File: src/msc_defs.svh
// Constants for the motor stop configuration register
`ifndef MSC_DEFS_SVH
`define MSC_DEFS_SVH
`define MSC_CFG_INDEX     12'h08a
`define MSC_CFG_ADDR      (`MSC_CFG_INDEX << 2)
`define MSC_CFG_RESET     32'h00000000
`define MSC_PARITY_BIT    31
`define MSC_STOP_HI       30
`define MSC_STOP_LO       28
`define MSC_BRK_HI        27
`define MSC_BRK_LO        24
`define MSC_SPIN_HI       23
`define MSC_SPIN_LO       20
`define MSC_BSPD_HI       19
`define MSC_BSPD_LO       16
`define MSC_RES_HI        15
`define MSC_RES_LO        8
`define MSC_IND_HI        7
`define MSC_IND_LO        0
`define MSC_BRK_SHORT_MAX 4'h4
`define MSC_BRK_MIN_MS    14'h0001
`define MSC_PCT_FULL_PM   10'h3e8
`endif

File: src/msc_pkg.sv
// Types for the motor stop configuration register
package msc_pkg;
	typedef enum logic [2:0]
	{
		MSC_STOP_HIZ     = 3'b000,
		MSC_STOP_RECIRC  = 3'b001,
		MSC_STOP_LOWSIDE = 3'b010,
		MSC_STOP_HIGHSIDE = 3'b011,
		MSC_STOP_SPIN    = 3'b100,
		MSC_STOP_UNDEF5  = 3'b101,
		MSC_STOP_UNDEF6  = 3'b110,
		MSC_STOP_UNDEF7  = 3'b111
	} msc_stop_t;
endpackage

File: src/msc_config.sv
// APB register holding motor stop method, braking time, thresholds and motor codes
//
// Design decision made here: the APB interface to the registers.
`timescale 1ns/1ns
`include "msc_defs.svh"
module msc_config #(
	parameter int ADDR_W = 12
)
(
	// Clock and reset
	input  wire logic                clk,
	input  wire logic                sys_rst,
	// APB slave
	input  wire logic                psel,
	input  wire logic                penable,
	input  wire logic                pwrite,
	input  wire logic [ADDR_W-1:0]   paddr,
	input  wire logic [31:0]         pwdata,
	input  wire logic [3:0]          pstrb,
	output logic                     pready,
	output logic                     pslverr,
	output logic [31:0]              prdata,
	// Decoded configuration to the stop sequencer
	output msc_pkg::msc_stop_t       stopMethod,
	output logic                     phasesHiZ,
	output logic                     recircStop,
	output logic                     lowSideOn,
	output logic                     highSideOn,
	output logic                     activeSpinDown,
	output logic                     stopCodeUndefined,
	output logic [13:0]              brakingDurationMs,
	output logic [9:0]               spinDownThresholdPm,
	output logic [9:0]               brakeSpeedThresholdPm,
	output logic [7:0]               phaseResistanceCode,
	output logic [7:0]               phaseInductanceCode,
	output logic                     parityFlag
);
	import msc_pkg::*;

	logic [31:0]  config_ff;
	logic         pready_ff;
	logic         pslverr_ff;
	logic [31:0]  prdata_ff;
	msc_stop_t    stop_ff;
	logic [4:0]   stopOneHot_ff;
	logic         undef_ff;
	logic [13:0]  brkMs_ff;
	logic [9:0]   spinPm_ff;
	logic [9:0]   bspdPm_ff;
	logic         setup;
	logic         access;
	logic         hit;
	logic [31:0]  nxt_config;
	msc_stop_t    nxtStop;

	// Percentage scale in tenths of a percent, shared by both thresholds
	function automatic logic [9:0] pctDecode(input logic [3:0] code);
		case (code)
			4'h0: pctDecode = 10'h3e8;
			4'h1: pctDecode = 10'h384;
			4'h2: pctDecode = 10'h320;
			4'h3: pctDecode = 10'h2bc;
			4'h4: pctDecode = 10'h258;
			4'h5: pctDecode = 10'h1f4;
			4'h6: pctDecode = 10'h1c2;
			4'h7: pctDecode = 10'h190;
			4'h8: pctDecode = 10'h15e;
			4'h9: pctDecode = 10'h12c;
			4'ha: pctDecode = 10'h0fa;
			4'hb: pctDecode = 10'h0c8;
			4'hc: pctDecode = 10'h096;
			4'hd: pctDecode = 10'h064;
			4'he: pctDecode = 10'h032;
			default: pctDecode = 10'h019;
		endcase
	endfunction

	function automatic logic [13:0] msDecode(input logic [3:0] code);
		case (code)
			4'h5: msDecode = 14'h0005;
			4'h6: msDecode = 14'h000a;
			4'h7: msDecode = 14'h0032;
			4'h8: msDecode = 14'h0064;
			4'h9: msDecode = 14'h00fa;
			4'ha: msDecode = 14'h01f4;
			4'hb: msDecode = 14'h03e8;
			4'hc: msDecode = 14'h09c4;
			4'hd: msDecode = 14'h1388;
			4'he: msDecode = 14'h2710;
			4'hf: msDecode = 14'h3a98;
			default: msDecode = `MSC_BRK_MIN_MS;
		endcase
	endfunction

	assign setup  = psel && !penable;
	assign access = psel && penable && pready_ff;
	// Word index times four gives the byte address on the bus
	assign hit    = (paddr == ADDR_W'(`MSC_CFG_ADDR));

	// Byte lanes merge into the stored word
	always_comb
	begin
		nxt_config = config_ff;
		for (int i = 0; i < 4; i++)
		begin
			if (pstrb[i])
			begin
				nxt_config[8*i +: 8] = pwdata[8*i +: 8];
			end
		end
	end

	// Zero wait state: ready is raised for the access cycle during setup
	always_ff @(posedge clk)
	begin
		if (sys_rst)
		begin
			pready_ff  <= 1'b0;
			pslverr_ff <= 1'b0;
		end
		else
		begin
			pready_ff  <= setup;
			pslverr_ff <= setup && !hit;
		end
	end

	// Read data is sampled at setup so it never disturbs the register
	always_ff @(posedge clk)
	begin
		if (sys_rst)
		begin
			prdata_ff <= 32'h00000000;
		end
		else if (setup && !pwrite && hit)
		begin
			prdata_ff <= config_ff;
		end
		else if (setup)
		begin
			prdata_ff <= 32'h00000000;
		end
	end

	always_ff @(posedge clk)
	begin
		if (sys_rst)
		begin
			config_ff <= `MSC_CFG_RESET;
		end
		else if (access && pwrite && hit)
		begin
			config_ff <= nxt_config;
		end
	end

	assign nxtStop = msc_stop_t'(config_ff[`MSC_STOP_HI:`MSC_STOP_LO]);

	// Undefined stop codes fall back to floating phases, the safest drive state
	always_ff @(posedge clk)
	begin
		if (sys_rst)
		begin
			stop_ff       <= MSC_STOP_HIZ;
			stopOneHot_ff <= 5'h01;
			undef_ff      <= 1'b0;
		end
		else
		begin
			stop_ff  <= nxtStop;
			undef_ff <= 1'b0;
			case (nxtStop)
				MSC_STOP_HIZ:      stopOneHot_ff <= 5'h01;
				MSC_STOP_RECIRC:   stopOneHot_ff <= 5'h02;
				MSC_STOP_LOWSIDE:  stopOneHot_ff <= 5'h04;
				MSC_STOP_HIGHSIDE: stopOneHot_ff <= 5'h08;
				MSC_STOP_SPIN:     stopOneHot_ff <= 5'h10;
				default:
				begin
					stopOneHot_ff <= 5'h01;
					undef_ff      <= 1'b1;
				end
			endcase
		end
	end

	always_ff @(posedge clk)
	begin
		if (sys_rst)
		begin
			brkMs_ff  <= `MSC_BRK_MIN_MS;
			spinPm_ff <= `MSC_PCT_FULL_PM;
			bspdPm_ff <= `MSC_PCT_FULL_PM;
		end
		else
		begin
			brkMs_ff  <= msDecode(config_ff[`MSC_BRK_HI:`MSC_BRK_LO]);
			spinPm_ff <= pctDecode(config_ff[`MSC_SPIN_HI:`MSC_SPIN_LO]);
			bspdPm_ff <= pctDecode(config_ff[`MSC_BSPD_HI:`MSC_BSPD_LO]);
		end
	end

	assign pready                = pready_ff;
	assign pslverr               = pslverr_ff;
	assign prdata                = prdata_ff;
	assign stopMethod            = stop_ff;
	assign phasesHiZ             = stopOneHot_ff[0];
	assign recircStop            = stopOneHot_ff[1];
	assign lowSideOn             = stopOneHot_ff[2];
	assign highSideOn            = stopOneHot_ff[3];
	assign activeSpinDown        = stopOneHot_ff[4];
	assign stopCodeUndefined     = undef_ff;
	assign brakingDurationMs     = brkMs_ff;
	assign spinDownThresholdPm   = spinPm_ff;
	assign brakeSpeedThresholdPm = bspdPm_ff;
	assign phaseResistanceCode   = config_ff[`MSC_RES_HI:`MSC_RES_LO];
	assign phaseInductanceCode   = config_ff[`MSC_IND_HI:`MSC_IND_LO];
	assign parityFlag            = config_ff[`MSC_PARITY_BIT];
endmodule

File: config.mk
export PLATFORM = sky130hd
export DESIGN_NAME = msc_config
export DESIGN_NICKNAME = d
export VERILOG_FILES = /design/src/msc_pkg.sv /design/src/msc_config.sv
export VERILOG_INCLUDE_DIRS = /design/src
export SDC_FILE = /design/constraint.sdc
export NUM_CORES = 1
export LEC_CHECK = 0
export ABC_AREA = 1
export BUFFER_PORTS_ARGS = -buffer_cell sky130_fd_sc_hd__clkbuf_2
export CELL_PAD_IN_SITES_DETAIL_PLACEMENT = 0
export CELL_PAD_IN_SITES_GLOBAL_PLACEMENT = 1
export CORE_MARGIN = 5
export CORE_UTILIZATION = 35
export CTS_BUF_LIST = sky130_fd_sc_hd__clkbuf_16
export DETAILED_ROUTE_END_ITERATION = 8
export GPL_TIMING_DRIVEN = 1
export PLACE_DENSITY_LB_ADDON = 0.08
export SYNTH_ARGS = -nofsm -noshare
export SYNTH_HDL_FRONTEND = slang
export SYNTH_SLANG_ARGS = --single-unit
File: constraint.sdc
create_clock -name clk -period 1.5 [get_ports clk]
set_input_delay 0.225 -clock clk [delete_from_list [all_inputs] [get_ports clk]]
set_output_delay 0.225 -clock clk [all_outputs]
set_load 0.005 [all_outputs]
* Yosys cells after proc, flatten, opt, wreduce, memory -nomap -nowiden
Memories as Yosys holds them, arrays and structs flattened. A register that Yosys moved wholly into a read port is not among the register bits. Cells that the tools add are included.
Cells by class: equal/unequal tests 5, multiplexer cells 4, reduce and logical (&&, ||, !) cells 18
Operators with widths (number):
- $mux 32 | 2
- $pmux 5 s4 | 1
- $eq 12x10->1 const B | 1
- $logic_and 1x1->1 | 8
- $reduce_and 2->1 | 4
- $eq 3x2->1 const B | 2
- $reduce_or 5->1 | 1
- $eq 3x1->1 const B | 1
- $eq 3x3->1 const B | 1
- $logic_not 1->1 | 3
- $logic_not 3->1 | 1
- $reduce_bool 2->1 | 1
- $mux 1 | 1
Word-level totals: bits in registers 75, bits in read-only memories 544, bits of input ports 53, output and inout bits 94, logic and storage cells 40, memories kept 3
Memory list:
- (name not given) | depth 16, bits a word 14, rd ports 1, clocked after memory_dff 1, write ports 0, line msc_config.sv:79 | case (code)
- (name not given) | depth 16, bits a word 10, rd ports 1, clocked after memory_dff 1, write ports 0, line msc_config.sv:58 | case (code)
- (name not given) | depth 16, bits a word 10, rd ports 1, clocked after memory_dff 1, write ports 0, line msc_config.sv:58

* Logic depth before layout (Yosys ltp)
Gate-level depths: netlist of the first run.
depth after elaboration 5, mapped depth 8, gate-level depth less buffers 8

* Worst setup path before layout of the first run
No wires, ideal clock.
path type register to register, start register config_ff[20], end register spinPm_ff[8], in the netlist spinDownThresholdPm[8], library setup time 0.079 ns, arrival 1.201 ns, required time 1.421 ns, setup slack 0.220 ns, cell stages (with the launch flop) 7, buffers on the path 0, period minus slack after synthesis 1.280 ns, cells stage by stage dfxtp_1 inv_1 ha_1 or2_2 o21ai_0 nand2_1 o211ai_1
RTL lines:
- start: declaration | line msc_config.sv:40 | logic [31:0] config_ff;
- start signal: assignment | line msc_config.sv:149 | config_ff <= `MSC_CFG_RESET;
- start signal: assignment | line msc_config.sv:153 | config_ff <= nxt_config;
- end: declaration | line msc_config.sv:48 | logic [9:0] spinPm_ff;

==> flow_metrics.py, run 1 <==
metrics = {
    "outcome": {
        "status": "finished clean",
    },
    "clocking": {
        "cts-htree-levels": 3,
        "cts_tree": "yes",
        "numCtsBuffers": 9,
        "clk_pin_slew_ns": 0.07,
        "cts_root_buf": "clkbuf_16",
        "clock_sinks": 109,
        "clock_path_buffers": 2,
        "clock_latency_ns": 0.34,
    },
    "synthesis": {
        "synth-seq-area-share": 0.478,
        "synth_ff_type": "dfxtp_1",
        "ys_types": 28,
        "syn_area_per_cell_um2": 7.77,
        "synth-async-reset-ratio": 0,
        "synth_seq_cells": 109,
        "netlist_area_um2": 4560,
        "syn-num-nets": 660,
        "synth_enable_flop_cells": 0,
        "yosys_warnings": 0,
        "synthCells": 587,
    },
    "pwr": {
        "power_density_nw_per_um2": 948,
        "peakVddDrop_v": 0.000497,
        "leakage_uw": 0.00279,
        "totalPowerFinal_uw": 5410,
    },
    "floorplan": {
        "start_util": 0.358,
        "dieArea_um2": 15400,
        "coreArea_um2": 12700,
        "rows": 41,
        "die_y_um": 124,
        "fp.dieW_um": 124,
        "io-pin-count": 147,
    },
    "critical_path": {
        "crit-reg2reg-capture": "spinDownThresholdPm[4]$_SDFF_PP0_",
        "worstSetupStartpointType": "flip-flop",
        "critPathMaxFanout": 7,
        "regToRegSetupSlack_ns": 0.16,
        "worstSetupEndpoint": "spinDownThresholdPm[4]$_SDFF_PP0_",
        "crit_required_ns": 1.73,
        "reg2reg_from": "config_ff[21]$_SDFFE_PP0P_",
        "arrival_ns": 1.57,
        "end_kind": "flip-flop",
        "path_class": "reg2reg",
        "ff2ff_path_depth": 4,
        "critPathLaunch": "config_ff[21]$_SDFFE_PP0P_",
    },
    "timing": {
        "slew_headroom": 0.743,
        "finalSetupViolations": 0,
        "fin_skew_ns": 0.00546,
        "tightest_slew_ns": 0.385,
        "fin_crit_ns": 1.34,
        "final.setup.tns_ns": 0,
        "grt_setup_unrepaired": "no",
        "hold_viol": 0,
        "fin_crit_sh": 0.895,
        "drv_slew": 0,
        "fmax_ghz": 0.745,
    },
    "grt": {
        "overflow": 0,
        "grt_pass1_vias": 3946,
        "grt_usage": 0.167,
        "grt_max_degree": 37,
        "grt.met3_usage": 0.0404,
        "grt_util_met1": 0.219,
        "grt_pass1_wl_mm": 20.0,
        "grt_busiest_layer": "met2",
        "antenna_found_initial": 0,
        "grtUsageMet2": 0.267,
    },
    "routing": {
        "drtIter0Drc": 205,
        "vias_per_cell": 4.67,
        "wirelength_mm": 12.8,
        "routedWlPerCell_um": 14.2,
        "drc_errors": 0,
        "final_antenna_net_count": 0,
        "first_pass_iters": 4,
        "vias": 4195,
    },
    "finish": {
        "fin_area_um2": 5710,
        "seq_area_um2": 2180,
        "multiInputGateArea_um2": 1930,
        "antenna_cells": 0,
        "layout.nets": 795,
        "drive_gt1_frac": 0.264,
        "layout.cells.non_filler": 899,
        "syn2layout_area_growth_pct": 25.1,
        "num-fill-cells": 1356,
    },
    "placement": {
        "io_buffers": 146,
        "place_area_um2": 5420,
        "dp_hpwl_mm": 9.34,
        "placedCellCount": 883,
        "place_congestion": 0.817,
    },
    "run": {
        "max-cap-violations": 0,
    },
    "min_path": {
        "hold_class": "in2reg",
    },
}
==> cells in the mapped netlist (6+ instances only) <==
cell type | count | area, µm²
a21oi_1 | 44 | 220
nand4_1 | 32 | 200
o21ai_0 | 28 | 140
nor3_1 | 7 | 35.0
ha_1 | 20 | 250
nand2_1 | 129 | 484
nand3_1 | 8 | 40.0
o211ai_1 | 6 | 45.0
clkbuf_1 | 13 | 48.8
nor2_1 | 92 | 345
dfxtp_1 | 109 | 2180
buf_4 | 19 | 143
inv_1 | 49 | 184
==> cell families after synthesis <==
group / Yosys count / share of synthesized area
AND/OR/NAND/NOR: 280 / 0.268
AO/OA/AOI/OAI: 85 / 0.0999
flip-flops: 109 / 0.478
buffers and inverters: 93 / 0.0985
adder cells (fa/ha/maj): 20 / 0.0549
==> stage by stage <==
stage / hold slack, ns / util / setup WS [ns]
floorplan: 0.360 / - / 0.220
global placement: 0.446 / 0.426 / 0.122
detailed placement: 0.441 / 0.426 / 0.0874
CTS: 0.0846 / 0.449 / 0.127
global route: 0.0948 / 0.449 / 0.0249
finish: 0.100 / 0.449 / 0.158
==> worst max-delay path, stage by stage (launching register included) <==
cell	delay, ns
dfxtp_1	0.31
inv_1	0.18
ha_1	0.28
o21ai_0	0.11
a221oi_1	0.36
==> placed cells by master (no fill, tap or decap), types with 2 or more instances in the layout <==
cell type	n
buf_4	18
inv_1	48
clkinv_1	5
nand2_1	129
clkbuf_16	9
dfxtp_1	109
a21oi_1	44
clkbuf_2	146
o31ai_1	2
nand4_2	4
nor2_1	92
a31oi_1	3
o21ai_0	28
nor2_4	3
inv_2	2
nor3_1	7
nand4_1	32
o211ai_1	6
nor2_2	2
ha_1	20
nand3_1	8
buf_12	2
==> sequential cells by signal, indices dropped and copies added (netlist names) <==
signal                 cells
pready                     1
prdata                    32
brakeSpeedThresholdPm     10
stopMethod                 3
stopCodeUndefined          1
stopOneHot_ff              5
config_ff                 32
spinDownThresholdPm       10
pslverr                    1
brakingDurationMs         14
==> worst min path at each step <==
| stage | start | end | slack [ns] | depth (start not counted) |
|---|---|---|---|---|
| after global routing | pwdata[22] | config_ff[22]$_SDFFE_PP0P_ | 0.09 | 3 |
| after detailed placement | config_ff[29]$_SDFFE_PP0P_ | stopOneHot_ff[1]$_SDFF_PP0_ | 0.44 | 1 |
| after global placement | config_ff[29]$_SDFFE_PP0P_ | stopOneHot_ff[1]$_SDFF_PP0_ | 0.45 | 1 |
| after floorplan | pwdata[26] | config_ff[26]$_SDFFE_PP0P_ | 0.36 | 2 |
| final | pwdata[22] | config_ff[22]$_SDFFE_PP0P_ | 0.10 | 3 |
| after CTS | pwdata[22] | config_ff[22]$_SDFFE_PP0P_ | 0.08 | 3 |
==> metal layers <==
metal / routed length (µm) / vias up
met5: 0 / -
met4: 197 / 0
met3: 811 / 17
met2: 5790 / 139
met1: 5960 / 1885
li1: - / 2154
==> power breakdown <==
part / leakage (µW) / total, µW / internal [µW] / switching (µW)
clock network: 0.000139 / 2300 / 1270 / 1040
logic: 0.00178 / 211 / 80.3 / 131
registers: 0.000878 / 2890 / 2890 / 0.826
total: 0.00279 / 5410 / 4240 / 1170
==> area by class of cell <==
class | instances | area share
sequential | 109 | 0.382
multi-input combinational | 385 | 0.338
timing repair buffer | 166 | 0.159
clock buffer | 9 | 0.0395
tap | 172 | 0.0377
inverter | 51 | 0.0335
clock inverter | 7 | 0.0101
==> timing repair <==
action                     CTS  global route
setup buffers                0             0
setup endpoints to repair    0             1
resized for setup            0             1
hold buffers                 0             0
hold endpoints to repair     0             0
Note: power is estimated with default switching activity, not from simulation.
==> run 2: changes to the inputs <==
--- a/config.mk
+++ b/config.mk
@@ -6,7 +6,7 @@
 export SDC_FILE = /design/constraint.sdc
 export NUM_CORES = 1
 export LEC_CHECK = 0
-export ABC_AREA = 1
+export ABC_AREA = 0
 export BUFFER_PORTS_ARGS = -buffer_cell sky130_fd_sc_hd__clkbuf_2
 export CELL_PAD_IN_SITES_DETAIL_PLACEMENT = 0
 export CELL_PAD_IN_SITES_GLOBAL_PLACEMENT = 1
==> run 2 against run 1 <==
Effect of this change: the run now ends with negative setup slack left; global-route usage is 0.79 points lower; via count shrank 10%; power rose by 3.7%; synthesized cell count is 23% lower; non-clock buffer count increased by 18; cell count fell by 16%; hold slack got worse by 0.0054 ns; die area is 6.0% lower; sequential power about the same; wire length decreased by 7.1%; register-to-register slack got worse by 0.24 ns; critical endpoint is now config_ff[6]$_SDFFE_PP0P_; highest routed layer unchanged.
==> flow_metrics.py, run 2 <==
metrics = {
    "outcome": {
        "status": "finished, violations left",
        "violations": "negative setup slack",
    },
    "finish": {
        "layout_commonest_cell": "clkbuf_2",
        "seq_area_um2": 2180,
        "syn2layout_area_growth_pct": 36.2,
        "num-fill-cells": 1173,
        "antenna_cells": 0,
        "layout.nets": 675,
        "drive_gt1_frac": 0.417,
        "layout_common_cells": "146 x clkbuf_2, 108 x dfxtp_1, 33 x a21oi_1",
        "layout.cells.non_filler": 754,
        "multiInputGateArea_um2": 1960,
        "utilization": 0.485,
    },
    "synthesis": {
        "synth_enable_flop_cells": 0,
        "syn_area_per_cell_um2": 9.41,
        "syn-num-nets": 526,
        "yosys_warnings": 0,
        "netlist_area_um2": 4260,
        "synth-async-reset-ratio": 0,
        "synth_ff_type": "dfxtp_1",
        "synthCells": 453,
        "synth-seq-area-share": 0.512,
        "synth_top_area_share": 0.512,
        "synth_top_area_cell": "dfxtp_1",
        "synth_seq_cells": 109,
        "yosysMostFrequentCell": "dfxtp_1",
        "ys_types": 44,
        "synthTopCellsByArea": "dfxtp_1 51%, a22o_1 6.0%, ha_1 5.9%",
        "netlist_top_cells_count": "109 x dfxtp_1, 41 x a21oi_1, 33 x o21ai_0, 30 x nand3_1, 29 x a22o_1",
    },
    "timing": {
        "fin_skew_ns": 0.00587,
        "grt_setup_unrepaired": "yes",
        "fin_crit_ns": 1.58,
        "fin_crit_sh": 1.06,
        "drv_slew": 0,
        "final.setup.worst_slack_ns": -0.0850,
        "slew_headroom": 0.645,
        "final.setup.tns_ns": -1.46,
        "hold_viol": 0,
        "fmax_ghz": 0.631,
        "tightest_slew_ns": 0.532,
        "finalSetupViolations": 32,
    },
    "critical_path": {
        "crit_slowest_cell": "or4_4",
        "crit_required_ns": 1.74,
        "regToRegSetupSlack_ns": -0.08,
        "arrival_ns": 1.82,
        "cpPeakStageDelay_ns": 0.64,
        "worstSetupStartpointType": "flip-flop",
        "critPathMaxFanout": 7,
        "end_kind": "flip-flop",
        "path_class": "reg2reg",
        "reg2reg_from": "pready$_SDFF_PP0_",
        "critPathLaunch": "pready$_SDFF_PP0_",
        "worstPathCellList": "nand4_1 > buf_6 > or4_4 > o21ai_2 > a21oi_2",
    },
    "routing": {
        "routedWlPerCell_um": 15.7,
        "vias": 3756,
        "drtIter0Drc": 172,
        "wirelength_mm": 11.9,
        "first_pass_iters": 4,
        "vias_per_cell": 4.98,
        "drc_errors": 0,
        "final_antenna_net_count": 0,
    },
    "clocking": {
        "clk_pin_slew_ns": 0.07,
        "cts_root_buf": "clkbuf_16",
        "cts_tree": "yes",
        "clock_path_buffers": 2,
        "numCtsBuffers": 9,
        "cts-htree-levels": 3,
        "clock_latency_ns": 0.35,
        "clock_sinks": 109,
    },
    "placement": {
        "io_buffers": 146,
        "placedCellCount": 730,
        "place_congestion": 0.732,
        "dp_hpwl_mm": 8.35,
    },
    "floorplan": {
        "fp.dieW_um": 120,
        "start_util": 0.356,
        "dieArea_um2": 14500,
        "io-pin-count": 147,
        "coreArea_um2": 12000,
        "rows": 40,
        "die_y_um": 120,
    },
    "run": {
        "max-cap-violations": 0,
    },
    "grt": {
        "grt_pass1_vias": 3561,
        "grt_pass1_wl_mm": 18.4,
        "grt_max_degree": 33,
        "antenna_found_initial": 0,
        "grt_usage": 0.159,
        "overflow": 0,
    },
    "min_path": {
        "hold_class": "in2reg",
        "holdCritStartpoint": "pwdata[14]",
    },
    "pwr": {
        "power_density_nw_per_um2": 967,
        "totalPowerFinal_uw": 5610,
        "peakVddDrop_v": 0.000420,
        "leakage_uw": 0.00255,
    },
}
## run 2: cell types whose count changed in the layout (fill, tap and decap cells not counted), moves of 9 or more
cell     before  now
nand3_1       8   20
o21ai_2       0   22
nand3_2       1   10
inv_1        48   20
o21ai_0      28   18
nor2_1       92   17
nand2_1     129   28
buf_4        18   28
a22o_1        0   29
o21ai_1       0   10
nand4_1      32    4
a21oi_1      44   33
## run 2: repair_timing
action	in CTS	in global routing
cloned	2	3
hold buffers	0	0
setup endpoints to repair	60	65
pin swaps	4	18
setup buffers	2	1
resized for setup	17	58
## run 2: cell type report
class,count,share of cell area
Inverter,20,0.0129
Tap cell,147,0.0317
Sequential cell,109,0.376
Clock inverter,7,0.0155
Timing Repair Buffer,184,0.187
Multi-Input combinational cell,278,0.338
Clock buffer,9,0.0388
## run 2: final timing paths
path                                              endpoint  cells past startpoint
worst max register to register   config_ff[6]$_SDFFE_PP0P_                      5
worst min register to register     prdata[28]$_SDFFE_PP0P_                      2
worst max-delay path             config_ff[6]$_SDFFE_PP0P_                      5
worst min-delay path            config_ff[14]$_SDFFE_PP0P_                      3
## run 2: power by group
group	switching, µW	internal [µW]	total [µW]
clock	1050	1450	2510
combinational	127	82.6	210
sequential	0.803	2890	2890
## run 2: stage by stage
step	hold WS, ns	cell area (µm²)	setup WS (ns)
6_report	0.0946	5800	-0.0850
5_1_grt	0.0972	5800	-0.129
4_1_cts	0.0961	5560	-0.0725
3_5_place_dp	0.448	5180	-0.469
3_3_place_gp	0.438	5180	-0.412
2_1_floorplan	0.368	4270	-0.323
## run 2: cell families (layout without fill, tap and decap cells)
family	count (synthesis)	after routing	synth area share
compound gates	139	139	0.201
fa+ha+maj	20	20	0.0587
mux	5	5	0.0120
xor+xnor	1	1	0.00206
buf+inv	69	220	0.0822
flops	109	109	0.512
simple gates	110	113	0.132
## run 2: metal layers
metal / up-vias / global-route usage / routed length (µm)
li1: 1884 / - / -
met1: 1758 / 0.215 / 5600
met2: 102 / 0.240 / 5270
met3: 12 / 0.0468 / 808
met4: 0 / 0.0623 / 189
met5: - / 0 / 0
## run 2: critical path, delay by kind of cell, from the launching register on
family	cells	cell delay (ns)
buffers and inverters	1	0.15
DFF	1	0.33
AOI/OAI and AO/OA	2	0.26
and+or+nand+nor	2	0.74
==> run 3: changes to the inputs <==
--- a/config.mk
+++ b/config.mk
@@ -12,7 +12,7 @@
 export CELL_PAD_IN_SITES_GLOBAL_PLACEMENT = 1
 export CORE_MARGIN = 5
 export CORE_UTILIZATION = 35
-export CTS_BUF_LIST = sky130_fd_sc_hd__clkbuf_16
+export CTS_BUF_LIST = sky130_fd_sc_hd__clkbuf_2 sky130_fd_sc_hd__clkbuf_4 sky130_fd_sc_hd__clkbuf_8
 export DETAILED_ROUTE_END_ITERATION = 8
 export GPL_TIMING_DRIVEN = 1
 export PLACE_DENSITY_LB_ADDON = 0.08
==> run 3 against run 2 <==
Effect of this change: non-clock buffer count unchanged; the run still ends with negative setup slack left; largest cell class unchanged; sequential power is essentially flat; utilization decreased by 0.96 points; cell count unchanged; die area unchanged; combinational power about the same.
==> flow_metrics.py, run 3 (same netlist as run 2, synthesis figures left out) <==
metrics = {
    "timing": {
        "drv_slew": 0,
        "fin_crit_sh": 1.05,
        "tightest_slew_ns": 0.554,
        "hold_viol": 0,
        "fin_skew_ns": 0.0110,
        "fin_crit_ns": 1.58,
        "fmax_ghz": 0.633,
        "slew_headroom": 0.630,
        "final.setup.tns_ns": -1.25,
        "grt_setup_unrepaired": "yes",
        "finalSetupViolations": 25,
        "final.setup.worst_slack_ns": -0.0804,
    },
    "floorplan": {
        "coreArea_um2": 12000,
        "fp.dieW_um": 120,
        "start_util": 0.356,
        "dieArea_um2": 14500,
        "die_y_um": 120,
        "rows": 40,
        "io-pin-count": 147,
    },
    "finish": {
        "utilization": 0.476,
        "antenna_cells": 0,
        "seq_area_um2": 2180,
        "num-fill-cells": 1177,
        "multiInputGateArea_um2": 1950,
        "fin_area_um2": 5690,
        "syn2layout_area_growth_pct": 33.5,
        "layout_common_cells": "146 x clkbuf_2, 108 x dfxtp_1, 33 x a21oi_1",
        "layout_commonest_cell": "clkbuf_2",
        "drive_gt1_frac": 0.415,
        "layout.nets": 675,
    },
    "critical_path": {
        "path_class": "reg2reg",
        "worstPathCellList": "nand4_1 > buf_6 > or4_4 > o21ai_2 > a21oi_2",
        "cpPeakStageDelay_ns": 0.65,
        "arrival_ns": 1.85,
        "worstSetupStartpointType": "flip-flop",
        "crit_slowest_cell": "or4_4",
        "crit_required_ns": 1.77,
        "critPathMaxFanout": 8,
        "crit_buf_inv": 1,
        "cpLargestDelayFamily": "simple AND/OR/NAND/NOR gates",
        "end_kind": "flip-flop",
    },
    "placement": {
        "io_buffers": 146,
        "place_area_um2": 5180,
        "dp_hpwl_mm": 8.35,
        "post-place-ws_ns": -0.469,
        "place_congestion": 0.732,
    },
    "run": {
        "max-cap-violations": 0,
    },
    "grt": {
        "grt_pass1_vias": 3563,
        "grt_usage": 0.159,
        "overflow": 0,
        "grt_pass1_wl_mm": 18.3,
        "antenna_found_initial": 0,
        "grt_max_degree": 33,
    },
    "routing": {
        "drtIter0Drc": 159,
        "wirelength_mm": 11.7,
        "first_pass_iters": 4,
        "routedWlPerCell_um": 15.6,
        "final_antenna_net_count": 0,
        "vias": 3699,
        "drc_errors": 0,
        "vias_per_cell": 4.91,
    },
    "pwr": {
        "p_clk_frac": 0.381,
        "leakage_uw": 0.00250,
        "combPwrFrac": 0.041,
        "p_sw_frac": 0.220,
        "power_density_nw_per_um2": 881,
        "peakVddDrop_v": 0.000539,
        "totalPowerFinal_uw": 5010,
        "p_int_uw": 3910,
        "pwr-share-seq": 0.578,
        "netSwitchingPower_uw": 1100,
    },
    "clocking": {
        "clock_path_buffers": 2,
        "cts_tree": "yes",
        "numCtsBuffers": 9,
        "cts-htree-levels": 3,
        "clock_sinks": 109,
        "clk_pin_slew_ns": 0.10,
        "cts_hold_buf": 0,
        "clock_latency_ns": 0.38,
        "cts_root_buf": "clkbuf_8",
    },
    "outcome": {
        "violations": "negative setup slack",
        "status": "finished, violations left",
    },
    "min_path": {
        "hold_class": "in2reg",
    },
}
==> run 3: final timing paths <==
path | slack [ns] | depth (start not counted) | endpoint | start
worst min register to register | 0.47 | 2 | prdata[28]$_SDFFE_PP0P_ | prdata[28]$_SDFFE_PP0P_
worst min-delay path | 0.06 | 3 | config_ff[9]$_SDFFE_PP0P_ | pwdata[9]
worst max-delay path | -0.08 | 5 | config_ff[23]$_SDFFE_PP0P_ | pready$_SDFF_PP0_
worst max register to register | -0.08 | 5 | config_ff[23]$_SDFFE_PP0P_ | pready$_SDFF_PP0_
==> run 3: final cells by class <==
type,instances,area share
Tap cell,147,0.0323
Multi-Input combinational cell,278,0.344
Sequential cell,109,0.384
Timing Repair Buffer,184,0.189
Clock buffer,9,0.0218
Inverter,20,0.0132
Clock inverter,7,0.0158
==> run 3: routing by layer <==
layer | global-route usage | share of wire | wire [µm] | up-vias
met2 | 0.240 | 0.44 | 5190 | 107
li1 | - | - | - | 1874
met1 | 0.212 | 0.47 | 5470 | 1707
met4 | 0.0644 | 0.016 | 187 | 0
met5 | 0 | 0 | 0 | -
met3 | 0.0468 | 0.076 | 889 | 11
==> run 3: through the flow <==
step                instances  hold slack, ns
floorplan                 453           0.368
global placement          730           0.438
detailed placement        730           0.448
CTS                       750          0.0511
global route              754          0.0566
finish                    754          0.0631
==> run 3: timing repair <==
action                                  CTS  global route
endpoints found under the setup margin   60            62
hold endpoints to repair                  0             0
resized for setup                        17            56
pin swaps                                 3            15
cloned                                    2             3
setup buffers                             2             1
==> run 3: power by group through the flow <==
stage	combinational (µW)	clock, µW	sequential [µW]
detailed placement	189	0	2960
global route	227	2100	2900
CTS	194	1980	2890
finish	208	1910	2890
global placement	189	0	2960
floorplan	70.4	0	2960
==> run 3: worst min-delay path, stage by stage <==
cell      delay [ns]
clkbuf_2        0.09
nand3_2         0.05
a21oi_2         0.04
